**src/logic/cbt_consts.vh**
```
/*
 Constants of the CAN bit timing and power mode block: register offsets,
 field positions, reset values and mode codes.
 Assumes it is included once per design file by its bare name.
*/
// What this block does
// (RULE_01) Protocol clock comes from the oscillator tick or the bus clock, per select bit.
// (RULE_02) Quantum tick is the protocol clock divided by a programmable prescaler.
// (RULE_03) Each bit is sync segment, phase one, phase two; rate is quanta per bit.
// (RULE_04) Sync segment lasts exactly one quantum; bus edges expected inside it.
// (RULE_05) Phase one is programmable from 4 to 16 quanta.
// (RULE_06) Phase two is programmable from 2 to 8 quanta.
// (RULE_07) Jump width is programmable from 1 to 4 quanta.
// (RULE_08) Each timing field holds length minus one.
// (RULE_09) New transmit bit is driven at the transmit point, the bit start.
// (RULE_10) Bus is sampled at the sample point; triple mode votes three samples.
// (RULE_11) Software must program standard-compliant segment combinations.
// (RULE_12) Listen-only receives frames, sends only recessive, never starts transmitting.
// (RULE_13) Listen-only loops dominant protocol bits back internally, bus stays recessive.
// (RULE_14) Module enable clear stops all controller clocks.
// (RULE_15) Sleep stops internal clocks but keeps register access running.
// (RULE_16) Power-down stops all clocks; no register access.
// (RULE_17) Wake interrupt only in sleep with wake detect and its enable set.
// (RULE_18) CPU running: normal when request and acknowledge clear, sleep when both set.
// (RULE_19) CPU wait with stop-in-wait set enters power-down, else normal or sleep.
// (RULE_20) Leaving wait power-down restarts controllers and returns to normal.
// (RULE_21) In CPU wait with normal mode the block keeps running and interrupting.
// (RULE_22) CPU stop forces power-down regardless of other bits; the code keeps disabled mode instead while the enable bit is clear.
// (RULE_23) Software treats sleep acknowledge as the handshake for its sleep request.
// (RULE_24) Power-down aborts traffic at once and forces transmit pin recessive.
// (RULE_25) Prescaler divides by at least one; quantum counter restarts at sync edges.
// (RULE_26) Clock source select takes effect only in initialization mode.
`ifndef CBT_CONSTS_VH
`define CBT_CONSTS_VH

// ------------------------------------------------------------
// Register offsets (word index)
// ------------------------------------------------------------
`define CBT_ADDR_CTRL      3'h0
`define CBT_ADDR_TIMING    3'h1
`define CBT_ADDR_STATUS    3'h2

// ------------------------------------------------------------
// Control register fields
// ------------------------------------------------------------
`define CBT_CTL_INIT_REQ   0
`define CBT_CTL_SLEEP_REQ  1
`define CBT_CTL_STOP_WAIT  2
`define CBT_CTL_WAKE_DET   3
`define CBT_CTL_WAKE_IE    4
`define CBT_CTL_LISTEN     5
`define CBT_CTL_CLK_SEL    6
`define CBT_CTL_ENABLE     7
`define CBT_CTL_RESET      8'h01

// ------------------------------------------------------------
// Timing register fields
// ------------------------------------------------------------
`define CBT_TIM_PRESC_LO   0
`define CBT_TIM_PRESC_HI   5
`define CBT_TIM_SJW_LO     6
`define CBT_TIM_SJW_HI     7
`define CBT_TIM_PH1_LO     8
`define CBT_TIM_PH1_HI     11
`define CBT_TIM_PH2_LO     12
`define CBT_TIM_PH2_HI     14
`define CBT_TIM_TRIPLE     15
`define CBT_TIM_RESET      16'h2300

// ------------------------------------------------------------
// Status register fields
// ------------------------------------------------------------
`define CBT_ST_INIT_ACK    0
`define CBT_ST_SLEEP_ACK   1
`define CBT_ST_WAKE_FLAG   2
`define CBT_ST_RX_BIT      3
`define CBT_ST_MODE_LO     4
`define CBT_ST_MODE_HI     8

// ------------------------------------------------------------
// Operating modes, one-hot
// ------------------------------------------------------------
`define CBT_MODE_NORMAL    5'h01
`define CBT_MODE_SLEEP     5'h02
`define CBT_MODE_PDOWN     5'h04
`define CBT_MODE_DISABLED  5'h08
`define CBT_MODE_INIT      5'h10

// ------------------------------------------------------------
// Bit segments, one-hot
// ------------------------------------------------------------
`define CBT_SEG_SYNC       3'h1
`define CBT_SEG_PH1        3'h2
`define CBT_SEG_PH2        3'h4

`endif

```
**src/logic/cbt_bit_timing.v**
```verilog
/*
 CAN bit timing, clock source, listen-only and power mode control with an
 Avalon-MM register slave.
 Assumes one clock ref_clk; the oscillator arrives as a one-cycle tick,
 the protocol layer sits on the same clock, rx_pin comes from the bus.
*/
`timescale 1ns/1ps
`include "cbt_consts.vh"

module cbt_bit_timing (
	input  wire        ref_clk,
	input  wire        rst_n,
	input  wire [2:0]  avs_address,
	input  wire        avs_read,
	input  wire        avs_write,
	input  wire [31:0] avs_writedata,
	output reg  [31:0] avs_readdata,
	output wire        avs_waitrequest,
	input  wire        osc_tick,
	input  wire        cpu_wait,
	input  wire        cpu_stop,
	input  wire        rx_pin,
	output reg         transmit_pin,
	input  wire        proto_tx_bit,
	input  wire        proto_frame_active,
	input  wire        proto_idle,
	output reg         proto_rx_bit,
	output reg         sample_point,
	output reg         tx_point,
	output wire        tx_start_allowed,
	output wire        proto_clk_run,
	output reg         abort_pulse,
	output wire        wakeup_irq,
	output wire [4:0]  mode
);

	// ------------------------------------------------------------
	// Registers
	// ------------------------------------------------------------
	reg  [7:0]  ctrl_reg;
	reg  [15:0] timing_reg;
	reg         init_ack_reg;
	reg         sleep_ack_reg;
	reg         wake_flag_reg;
	reg         enable_locked_reg;
	reg         clk_sel_reg;
	reg         ack_reg;
	reg  [4:0]  mode_reg;
	reg  [4:0]  mode_next;
	reg  [5:0]  presc_cnt_reg;
	reg  [2:0]  seg_reg;
	reg  [4:0]  tq_cnt_reg;
	reg  [4:0]  ext_reg;
	reg         edge_pend_reg;
	reg  [2:0]  rx_hist_reg;
	reg         rx_s1_reg;
	reg         rx_s2_reg;
	reg         rx_s3_reg;
	reg         rx_filt_reg;
	reg         rx_bit_reg;
	reg         tx_bit_reg;

	wire        in_pdown;
	wire        in_sleep;
	wire        in_init;
	wire        run;
	wire        proto_tick;
	wire        tq_tick;
	wire        rx_edge;
	wire        wr_ok;
	wire [4:0]  ph1_len;
	wire [4:0]  ph2_len;
	wire [4:0]  sjw_len;
	wire [4:0]  late_err;
	wire [4:0]  early_err;
	wire        vote;
	wire        listen;
	wire        sync_edge;
	wire        hard_sync;
	wire        ph2_restart;
	wire [4:0]  ph2_skip;
	wire        force_recessive;

	assign listen   = ctrl_reg[`CBT_CTL_LISTEN];
	assign ph1_len  = {1'b0, timing_reg[`CBT_TIM_PH1_HI:`CBT_TIM_PH1_LO]} + 5'h01; // RULE_05 RULE_08
	assign ph2_len  = {2'b00, timing_reg[`CBT_TIM_PH2_HI:`CBT_TIM_PH2_LO]} + 5'h01; // RULE_06 RULE_08
	assign sjw_len  = {3'b000, timing_reg[`CBT_TIM_SJW_HI:`CBT_TIM_SJW_LO]} + 5'h01; // RULE_07 RULE_08

	// ------------------------------------------------------------
	// Operating mode
	// ------------------------------------------------------------
	// Disable outranks all; power-down outranks init and sleep
	always @* begin
		if (!ctrl_reg[`CBT_CTL_ENABLE])
			mode_next = `CBT_MODE_DISABLED; // RULE_14
		else if (cpu_stop)
			mode_next = `CBT_MODE_PDOWN; // RULE_22
		else if (cpu_wait && ctrl_reg[`CBT_CTL_STOP_WAIT])
			mode_next = `CBT_MODE_PDOWN; // RULE_19
		else if (init_ack_reg)
			mode_next = `CBT_MODE_INIT;
		else if (ctrl_reg[`CBT_CTL_SLEEP_REQ] && sleep_ack_reg)
			mode_next = `CBT_MODE_SLEEP; // RULE_18 RULE_19
		else
			mode_next = `CBT_MODE_NORMAL; // RULE_18 RULE_21
	end

	always @(posedge ref_clk or negedge rst_n) begin
		if (!rst_n)
			mode_reg <= `CBT_MODE_DISABLED;
		else
			mode_reg <= mode_next;
	end

	assign mode     = mode_reg;
	assign in_pdown = (mode_reg == `CBT_MODE_PDOWN);
	assign in_sleep = (mode_reg == `CBT_MODE_SLEEP);
	assign in_init  = (mode_reg == `CBT_MODE_INIT);
	assign run      = (mode_reg == `CBT_MODE_NORMAL); // RULE_14 RULE_15 RULE_16
	assign proto_clk_run    = run;
	assign tx_start_allowed = run && !listen; // RULE_12
	assign wakeup_irq = wake_flag_reg && ctrl_reg[`CBT_CTL_WAKE_IE]; // RULE_17

	// ------------------------------------------------------------
	// Avalon-MM slave
	// ------------------------------------------------------------
	// One wait state per access; requests wait out power-down
	assign avs_waitrequest = !ack_reg;
	assign wr_ok = avs_write && ack_reg;

	always @(posedge ref_clk or negedge rst_n) begin
		if (!rst_n) begin
			ack_reg      <= 1'b0;
			avs_readdata <= 32'h00000000;
		end else begin
			ack_reg <= (avs_read || avs_write) && !ack_reg && !in_pdown; // RULE_16
			if (avs_read && !ack_reg) begin
				case (avs_address)
					`CBT_ADDR_CTRL:   avs_readdata <= {24'h000000, ctrl_reg};
					`CBT_ADDR_TIMING: avs_readdata <= {16'h0000, timing_reg};
					`CBT_ADDR_STATUS: avs_readdata <= {23'h000000, mode_reg, rx_bit_reg,
						wake_flag_reg, sleep_ack_reg, init_ack_reg};
					default:          avs_readdata <= 32'h00000000;
				endcase
			end
		end
	end

	// ------------------------------------------------------------
	// Control and handshakes
	// ------------------------------------------------------------
	always @(posedge ref_clk or negedge rst_n) begin
		if (!rst_n) begin
			ctrl_reg          <= `CBT_CTL_RESET;
			timing_reg        <= `CBT_TIM_RESET;
			init_ack_reg      <= 1'b0;
			sleep_ack_reg     <= 1'b0;
			wake_flag_reg     <= 1'b0;
			enable_locked_reg <= 1'b0;
			clk_sel_reg       <= 1'b0;
		end else begin
			init_ack_reg <= ctrl_reg[`CBT_CTL_INIT_REQ] && ctrl_reg[`CBT_CTL_ENABLE];
			if (in_init)
				clk_sel_reg <= ctrl_reg[`CBT_CTL_CLK_SEL]; // RULE_26
			if (ctrl_reg[`CBT_CTL_SLEEP_REQ] && !sleep_ack_reg && run && proto_idle)
				sleep_ack_reg <= 1'b1;
			// Power-down drops the sleep handshake so leaving it lands in normal
			if (in_pdown) begin
				ctrl_reg[`CBT_CTL_SLEEP_REQ] <= 1'b0; // RULE_20
				sleep_ack_reg <= 1'b0;
			end
			if (wr_ok && avs_address == `CBT_ADDR_CTRL) begin
				ctrl_reg[`CBT_CTL_INIT_REQ]  <= avs_writedata[`CBT_CTL_INIT_REQ];
				ctrl_reg[`CBT_CTL_STOP_WAIT] <= avs_writedata[`CBT_CTL_STOP_WAIT];
				ctrl_reg[`CBT_CTL_WAKE_DET]  <= avs_writedata[`CBT_CTL_WAKE_DET];
				ctrl_reg[`CBT_CTL_WAKE_IE]   <= avs_writedata[`CBT_CTL_WAKE_IE];
				if (!ctrl_reg[`CBT_CTL_SLEEP_REQ] || sleep_ack_reg) begin
					ctrl_reg[`CBT_CTL_SLEEP_REQ] <= avs_writedata[`CBT_CTL_SLEEP_REQ];
					if (!avs_writedata[`CBT_CTL_SLEEP_REQ])
						sleep_ack_reg <= 1'b0;
				end
				if (init_ack_reg) begin
					ctrl_reg[`CBT_CTL_LISTEN]  <= avs_writedata[`CBT_CTL_LISTEN];
					ctrl_reg[`CBT_CTL_CLK_SEL] <= avs_writedata[`CBT_CTL_CLK_SEL];
				end
				// Enable is writable once, guarding against an accidental switch-off
				if (!enable_locked_reg) begin
					ctrl_reg[`CBT_CTL_ENABLE] <= avs_writedata[`CBT_CTL_ENABLE];
					enable_locked_reg <= 1'b1;
				end
			end
			if (wr_ok && avs_address == `CBT_ADDR_TIMING && init_ack_reg)
				timing_reg <= avs_writedata[15:0];
			if (wr_ok && avs_address == `CBT_ADDR_STATUS && avs_writedata[`CBT_ST_WAKE_FLAG])
				wake_flag_reg <= 1'b0;
			// Wake-up: set wins over a simultaneous software clear
			if (in_sleep && ctrl_reg[`CBT_CTL_WAKE_DET] && rx_edge) begin
				wake_flag_reg <= 1'b1; // RULE_17
				ctrl_reg[`CBT_CTL_SLEEP_REQ] <= 1'b0;
				sleep_ack_reg <= 1'b0;
			end
		end
	end

	// ------------------------------------------------------------
	// Receive pin synchroniser
	// ------------------------------------------------------------
	always @(posedge ref_clk or negedge rst_n) begin
		if (!rst_n) begin
			rx_s1_reg   <= 1'b1;
			rx_s2_reg   <= 1'b1;
			rx_s3_reg   <= 1'b1;
			rx_filt_reg <= 1'b1;
		end else begin
			rx_s1_reg <= rx_pin;
			rx_s2_reg <= rx_s1_reg;
			rx_s3_reg <= rx_s2_reg;
			if (rx_s2_reg == rx_s3_reg)
				rx_filt_reg <= rx_s3_reg;
		end
	end

	// Falling edge once the late stages agree; reset level is recessive
	assign rx_edge = rx_filt_reg && (rx_s2_reg == rx_s3_reg) && !rx_s3_reg;

	// ------------------------------------------------------------
	// Protocol clock and prescaler
	// ------------------------------------------------------------
	// Bus clock ticks every cycle; the oscillator arrives as a tick
	assign proto_tick = clk_sel_reg ? 1'b1 : osc_tick; // RULE_01
	assign tq_tick = run && proto_tick &&
		(presc_cnt_reg == timing_reg[`CBT_TIM_PRESC_HI:`CBT_TIM_PRESC_LO]); // RULE_02 RULE_25

	always @(posedge ref_clk or negedge rst_n) begin
		if (!rst_n)
			presc_cnt_reg <= 6'h00;
		else if (!run)
			presc_cnt_reg <= 6'h00; // RULE_14 RULE_20
		else if (tq_tick)
			presc_cnt_reg <= 6'h00;
		else if (proto_tick)
			presc_cnt_reg <= presc_cnt_reg + 6'h01;
	end

	// ------------------------------------------------------------
	// Resynchronisation decisions
	// ------------------------------------------------------------
	// Phase error clipped to the jump width on both sides, so one
	// edge inside a frame never moves the bit by more than the programmed limit
	assign late_err    = (tq_cnt_reg + 5'h01 < sjw_len) ? tq_cnt_reg + 5'h01 : sjw_len; // RULE_07
	assign early_err   = ph2_len - tq_cnt_reg - 5'h01;
	assign sync_edge   = edge_pend_reg || rx_edge;
	assign hard_sync   = sync_edge && !proto_frame_active; // RULE_25
	assign ph2_restart = sync_edge && (early_err <= sjw_len); // RULE_07 RULE_25
	assign ph2_skip    = tq_cnt_reg + 5'h01 + sjw_len; // RULE_07

	// ------------------------------------------------------------
	// Bit segment engine
	// ------------------------------------------------------------
	assign vote = (rx_hist_reg[0] & rx_hist_reg[1]) | (rx_hist_reg[0] & rx_filt_reg) |
		(rx_hist_reg[1] & rx_filt_reg);

	always @(posedge ref_clk or negedge rst_n) begin
		if (!rst_n) begin
			seg_reg       <= `CBT_SEG_SYNC;
			tq_cnt_reg    <= 5'h00;
			ext_reg       <= 5'h00;
			edge_pend_reg <= 1'b0;
			rx_hist_reg   <= 3'h7;
			rx_bit_reg    <= 1'b1;
			sample_point  <= 1'b0;
			tx_point      <= 1'b0;
		end else begin
			sample_point <= 1'b0;
			tx_point     <= 1'b0;
			if (!run) begin
				seg_reg       <= `CBT_SEG_SYNC; // RULE_24 RULE_20
				tq_cnt_reg    <= 5'h00;
				ext_reg       <= 5'h00;
				edge_pend_reg <= 1'b0;
			end else begin
				if (rx_edge)
					edge_pend_reg <= 1'b1;
				if (tq_tick) begin
					edge_pend_reg <= 1'b0;
					rx_hist_reg   <= {rx_hist_reg[1:0], rx_filt_reg};
					if (hard_sync) begin
						seg_reg    <= `CBT_SEG_PH1; // RULE_25
						tq_cnt_reg <= 5'h00;
						ext_reg    <= 5'h00;
						tx_point   <= 1'b1;
					end else begin
						case (seg_reg)
							`CBT_SEG_SYNC: begin
								seg_reg    <= `CBT_SEG_PH1; // RULE_04
								tq_cnt_reg <= 5'h00;
								ext_reg    <= 5'h00;
							end
							`CBT_SEG_PH1: begin
								if (sync_edge && ext_reg == 5'h00)
									ext_reg <= late_err; // RULE_25
								if (tq_cnt_reg + 5'h01 >= ph1_len + ext_reg) begin
									seg_reg      <= `CBT_SEG_PH2; // RULE_03
									tq_cnt_reg   <= 5'h00;
									sample_point <= 1'b1; // RULE_10
									rx_bit_reg   <= timing_reg[`CBT_TIM_TRIPLE] ? vote : rx_filt_reg;
								end else begin
									tq_cnt_reg <= tq_cnt_reg + 5'h01;
								end
							end
							`CBT_SEG_PH2: begin
								if (ph2_restart) begin
									seg_reg    <= `CBT_SEG_PH1; // RULE_25
									tq_cnt_reg <= 5'h00;
									ext_reg    <= 5'h00;
									tx_point   <= 1'b1;
								end else if (tq_cnt_reg + 5'h01 >= ph2_len) begin
									seg_reg  <= `CBT_SEG_SYNC; // RULE_03
									tx_point <= 1'b1; // RULE_09
								end else if (sync_edge) begin
									// Early edge beyond the jump width: shorten by the width only
									tq_cnt_reg <= ph2_skip; // RULE_07
								end else begin
									tq_cnt_reg <= tq_cnt_reg + 5'h01;
								end
							end
							default: begin
								seg_reg    <= `CBT_SEG_SYNC;
								tq_cnt_reg <= 5'h00;
							end
						endcase
					end
				end
			end
		end
	end

	// ------------------------------------------------------------
	// Transmit pin and loop-back
	// ------------------------------------------------------------
	// Pin goes recessive on the very edge that leaves normal mode
	assign force_recessive = !run || listen || (mode_next != `CBT_MODE_NORMAL); // RULE_12 RULE_24

	always @(posedge ref_clk or negedge rst_n) begin
		if (!rst_n) begin
			transmit_pin <= 1'b1;
			tx_bit_reg   <= 1'b1;
			proto_rx_bit <= 1'b1;
			abort_pulse  <= 1'b0;
		end else begin
			abort_pulse <= (mode_next == `CBT_MODE_PDOWN || mode_next == `CBT_MODE_INIT) &&
				!(in_pdown || in_init); // RULE_24
			if (force_recessive)
				transmit_pin <= 1'b1; // RULE_12 RULE_24
			else if (tx_point)
				transmit_pin <= tx_bit_reg; // RULE_09
			if (tx_point)
				tx_bit_reg <= proto_tx_bit;
			if (!run)
				tx_bit_reg <= 1'b1;
			proto_rx_bit <= listen ? (rx_bit_reg & tx_bit_reg) : rx_bit_reg; // RULE_13
		end
	end

endmodule

```
**config.mk**
```make
export PLATFORM = sky130hd
export DESIGN_NAME = cbt_bit_timing
export DESIGN_NICKNAME = d
export VERILOG_FILES = /design/src/logic/cbt_bit_timing.v
export VERILOG_INCLUDE_DIRS = /design/src /design/src/logic
export SDC_FILE = /design/constraint.sdc
export NUM_CORES = 1
export LEC_CHECK = 0
export BUFFER_PORTS_ARGS = -buffer_cell sky130_fd_sc_hd__buf_2
export CAP_MARGIN = 30
export CORE_MARGIN = 2
export CORE_UTILIZATION = 45
export DETAILED_ROUTE_END_ITERATION = 12
export PLACE_DENSITY = 0.67
export SLEW_MARGIN = 30
export SYNTH_ARGS = -nofsm -noshare
export SYNTH_HDL_FRONTEND = slang
export SYNTH_SLANG_ARGS = --single-unit
```
**constraint.sdc**
```tcl
create_clock -name ref_clk -period 3 [get_ports ref_clk]
set_input_delay 0.45 -clock ref_clk [delete_from_list [all_inputs] [get_ports ref_clk]]
set_output_delay 0.45 -clock ref_clk [all_outputs]
set_load 0.01 [all_outputs]
```
# After elaboration in Yosys (flattened, before gate mapping)
# Index checks and enable logic that the tools add are counted.
[totals]
inputBits = 46
wordCells = 193
register_bits = 100
ram_bits = 0
latchBits = 0
romBits = 0
n_memories = 0
[classes]
bitwise_logic = 8
shift = 0
div_mod_pow = 0
mux = 64
multipliers = 0
order_cmp = 4
n_eq_ne = 24
addsub = 9
n_reduce_logical = 54
[ops]
columns = ["operator", "n"]
rows = [
  ["two-way mux 5 bit", 17],
  ["case mux 16 bit (3 select lines)", 1],
  ["two-way mux 1 bit", 32],
  ["logical AND 1 bit", 27],
  ["two-way mux 3 bit", 6],
  ["two-way mux 6 bit", 3],
  ["case mux 5 bit (3 select lines)", 1],
  ["!= test 4 bit (second input constant)", 3],
  ["== test 5 x 3 -> 1 bit (second input constant)", 2],
  ["== test 5 bit (second input constant)", 2],
  ["!= test 5 x 1 -> 1 bit (second input constant)", 2],
  ["!= test 5 bit (second input constant)", 2],
  ["case mux 5 bit (2 select lines)", 1],
  ["zero test 1 bit", 9],
  ["case mux 3 bit (3 select lines)", 1],
  ["AND reduction 2 bit", 4],
  ["logical OR 1 bit", 7],
  ["adder 6 x 1 -> 6 bit (second input constant)", 1],
  ["== test 3 x 1 -> 1 bit (second input constant)", 2],
  ["== test 3 x 2 -> 1 bit (second input constant)", 2],
  ["== test 6 bit", 1],
  ["!= test 3 x 1 -> 1 bit (second input constant)", 2],
  ["adder 4 x 1 -> 5 bit (second input constant)", 1],
  ["adder 5 x 1 -> 5 bit (second input constant)", 1],
  ["26 further kinds", 33],
]

# Logic depth before layout (Yosys ltp)
[depth]
word_depth = 11
mapped_depth = 13
mapped_depth_nobuf = 13

# Least setup slack after synthesis
# No wires, ideal clock.
[synth_timing]
path_kind = "reg-to-reg"
from = "reg timing_reg[13]"
to = "reg ext_reg[0]"
path_buffers = 0
stages_incl_launch_ff = 11
required_time_ns = 2.875
path_slack_ns = -0.106
arrival_ns = 2.981
setup_time_ns = 0.125
period_less_slack_ns = 3.106
path_cell_list = "dfstp_2 > ha_1 > fa_1 > ha_1 > nor2b_1 > o21a_1 > o21ai_0 > nand3_1 > nor3_1 > o31a_1 > mux2_2"
[synth_between]
elab_chain_len = 7
[synth_lines]
columns = ["element", "line", "source"]
rows = [
  ["start, declared", "cbt_bit_timing.v:41", "reg [15:0] timing_reg;"],
  ["start signal, assigned", "cbt_bit_timing.v:155", "timing_reg <= `CBT_TIM_RESET;"],
  ["start signal, assigned", "cbt_bit_timing.v:193", "timing_reg <= avs_writedata[15:0];"],
  ["adder 3 x 1 -> 4 bit", "cbt_bit_timing.v:86", "assign ph2_len = {2'b00, timing_reg[`CBT_TIM_PH2_HI:`CBT_TIM_PH2_LO]} + 5'h01;"],
  ["subtractor 4 x 5 -> 5 bit", "cbt_bit_timing.v:251", "assign early_err = ph2_len - tq_cnt_reg - 5'h01;"],
  ["subtractor 5 x 1 -> 5 bit", "cbt_bit_timing.v:251", ""],
  ["less-or-equal comparator 5 x 3 -> 1 bit", "cbt_bit_timing.v:254", "assign ph2_restart = sync_edge && (early_err <= sjw_len);"],
  ["logical AND 1 bit", "cbt_bit_timing.v:254", ""],
  ["!= test 4 bit (no source line)", "n/a", ""],
  ["AND reduction 4 bit (no source line)", "n/a", ""],
  ["end signal, assigned", "cbt_bit_timing.v:301", "ext_reg <= late_err;"],
  ["end, declared", "cbt_bit_timing.v:53", "reg [4:0] ext_reg;"],
]
# No other way between the ends.
# A chain may end at the register's enable or synchronous reset.

# Final worst setup path
[layout_timing]
from = "reg timing_reg[13]"
to = "reg seg_reg[0]"
[layout_between]
elab_chain_len = 10
elab_cells_between_ends = 13
cone_classes = "add/sub (3); order compare (2); eq/ne (1); mux (5); reduce/logical (2)"
[layout_lines]
columns = ["element", "line", "source"]
rows = [
  ["adder 3 x 1 -> 4 bit (*)", "cbt_bit_timing.v:86", ""],
  ["subtractor 4 x 5 -> 5 bit", "cbt_bit_timing.v:251", ""],
  ["subtractor 5 x 1 -> 5 bit", "cbt_bit_timing.v:251", ""],
  ["less-or-equal comparator 5 x 3 -> 1 bit", "cbt_bit_timing.v:254", ""],
  ["logical AND 1 bit", "cbt_bit_timing.v:254", ""],
  ["two-way mux 3 bit", "cbt_bit_timing.v:312", "if (ph2_restart) begin"],
  ["case mux 3 bit (3 select lines)", "cbt_bit_timing.v:293", "case (seg_reg)"],
  ["two-way mux 3 bit", "cbt_bit_timing.v:287", "if (hard_sync) begin"],
  ["two-way mux 3 bit", "cbt_bit_timing.v:284", "if (tq_tick) begin"],
  ["two-way mux 3 bit", "cbt_bit_timing.v:276", "if (!run) begin"],
  ["end signal, assigned", "cbt_bit_timing.v:277", "seg_reg <= `CBT_SEG_SYNC;"],
  ["end signal, assigned", "cbt_bit_timing.v:288", "seg_reg <= `CBT_SEG_PH1;"],
  ["end signal, assigned", "cbt_bit_timing.v:295", "seg_reg <= `CBT_SEG_PH1;"],
  ["end, declared", "cbt_bit_timing.v:51", "reg [2:0] seg_reg;"],
]
# Mark *: on every way between the ends. The rest lies on a longest branch, timed or not. The select of a mux whose other input is x is not followed.

==> out/qor.yml <==
instances_no_fill: 679
synth.top_cell.area_share: 0.3571
tns_ns: -0.06243
die_area_um2: 11430
drc_errors: 0
fmax_ghz: 0.3284
grt_antenna_before_repair: 0
dp_worst_setup_slack_ns: -0.1922
place_inst: 659
synth_async_sr_flop_share: 1.000
min_path_type: "in -> async"
vias: 3622
place_area_um2: 5264
tightest_slew_ns: 0.7550
synth_area_per_cell_um2: 10.40
clkSinkCount: 84
setup_viol: 2
path_class: "reg -> reg"
fin_crit_ns: 3.045
finalMaxSlewViolations: 0
ys_types: 59
drtPass1Iterations: 4
antenna_left: 0
yosysTopAreaCell: "dfrtp_1"
setup_ws_ns: -0.04488
power_density_nw_per_um2: 533.3
nNetsFinal: 618
port_buffers: 59
root_buffer: "clkbuf_8"
regArea_um2: 2122
synth_warnings: 0
area_growth_pct: 18.59
power.leakage_nw: 2.825
final_area_um2: 5650
routedWlPerCell_um: 16.01
synth_edf_count: 0
cts_buffers: 9
cts_buffer_depth: 2
initial_utilization: 0.4615
clk_latency_ns: 0.36
final_common_cell: "dfrtp_1"
hold_viol: 0
fin_util: 0.5473
routed_via_density: 5.334
hold_slack_ns: 0.1263
layout-drive-gt1-share: 0.3039
cp_max_fo: 4
io-pin-count: 92
die_h_um: 106.9
postSynthCellCount: 458
rsz0062_at_grt: "yes"
coreArea_um2: 10320
routed_wl_mm: 10.87
cts_tree: "done"
grt_pass1_wl_mm: 17.79
grt_max_degree: 85
ys_ff_latch: 84
crit_arrival_ns: 3.34
final_cell_mix: "dfrtp_1, buf_2, nand2_1"
drt_iter0_drc: 166
multi_input_area_um2: 2561
htree_levels: 3
grt_pass1_vias: 3607
n_antenna_cell: 0
min_period_over_period: 1.015
path_clk_slew_ns: 0.08
p_total_mw: 3.013
place_congestion: 0.8519
hpwl_mm: 7.929
ir_drop_uv: 285.8
relSlewSlack: 0.4967
outcome: "complete, but fails checks"
critPathRequiredTime_ns: 3.29
fin_skew_ns: 0.01102
syn-cell-area_um2: 4765
grt-ovfl-total: 0
rows: 37
synthFlopType: "dfrtp_1"
maxCapViolCount: 0
seq_area_frac_synth: 0.4454
fillCellCount: 894
endpoint_kind: "flop"
violations: "negative setup slack"
yosys-top-cells-area: "dfrtp_1, dfstp_2, ha_1, mux2_2, xor2_1"
track_usage: 0.1984
die_width_um: 106.9
worstSetupStartpointType: "flop"
hold_buffers: 0
[area by class of cell]
| cell class | instances | area share |
|---|---|---|
| Sequential cell | 84 | 0.3756 |
| Timing Repair Buffer | 79 | 0.08127 |
| Tap cell | 136 | 0.03012 |
| Inverter | 29 | 0.02015 |
| Clock buffer | 9 | 0.02192 |
| Multi-Input combinational cell | 335 | 0.4533 |
| Clock inverter | 7 | 0.01771 |
[timing repair]
action	CTS	global route
pin swaps	2	10
buffers inserted	3	2
endpoints found under the setup margin	11	11
resized for setup	6	20
[where the power goes]
part / switching, mW / total, mW / internal, mW / leakage, nW
Sequential: 0.104 / 1.36 / 1.26 / 1.09
Clock: 0.434 / 0.908 / 0.474 / 0.107
Combinational: 0.403 / 0.742 / 0.338 / 1.63
Total: 0.941 / 3.01 / 2.07 / 2.83
[routing by layer]
metal  track usage  share of wire  vias up  wire [um]
met5             0              0        -          0
met4       0.08349          0.019        0        205
met3       0.03040          0.050       15        548
met2        0.3062           0.47      113       5083
met1        0.2788           0.46     1749       5036
li1              -              -     1745          -
[path summary, 6_finish.rpt]
path                           startpoint          endpoint  slack, ns  cells past startpoint
setup / recovery           timing_reg[13]        seg_reg[0]      -0.04                     10
hold / removal                      rst_n  presc_cnt_reg[1]       0.13                      1
setup reg to reg           timing_reg[13]        seg_reg[0]      -0.04                     10
hold reg to reg                 rx_s1_reg         rx_s2_reg       0.36                      0
max in group asynchronous           rst_n  avs_readdata[15]       2.35                      1
min in group ref_clk               rx_pin         rx_s1_reg       0.18                      1
[worst max-delay path, cell delays in order (launching register included)]
cell and delay (ns):
dfstp_2 0.56, ha_4 0.21, fa_2 0.55, ha_4 0.20, nor2b_1 0.13, o21a_1 0.21
o21ai_4 0.17, a41o_1 0.27, o31a_1 0.27, o21ai_2 0.10, mux2_4 0.30
[Yosys cell counts, types with 2 or more instances]
cell,instances
nor2_1,32
fa_1,3
clkbuf_1,8
a31oi_1,4
mux2i_1,9
or3_1,2
nand2b_1,3
buf_4,16
nor2b_1,7
nand3_1,10
mux2_2,28
o211ai_1,3
ha_1,31
xnor2_1,6
a211o_1,3
a21o_1,5
and2_1,2
dfstp_2,16
dfrtp_1,68
nand2_1,33
o31a_1,2
o31ai_1,4
or2_2,3
o21ai_0,25
nand4_1,2
inv_1,28
a211oi_1,4
nor4_1,3
a22o_1,15
xor2_1,16
nor3_1,9
a21oi_1,21
o21a_1,5
and3_1,5
nor3b_1,3
[cell families after synthesis]
| logic type | Yosys count | synth area share |
|---|---|---|
| AND/OR/NAND/NOR | 122 | 0.1282 |
| AO/OA/AOI/OAI | 102 | 0.1455 |
| flip-flops | 84 | 0.4454 |
| buffers and inverters | 54 | 0.05620 |
| multiplexers | 38 | 0.08745 |
| adder cells (fa/ha/maj) | 35 | 0.09611 |
| XOR/XNOR | 22 | 0.04044 |
| other | 1 | 0.0007871 |
Power figures use the tool's default switching activity.
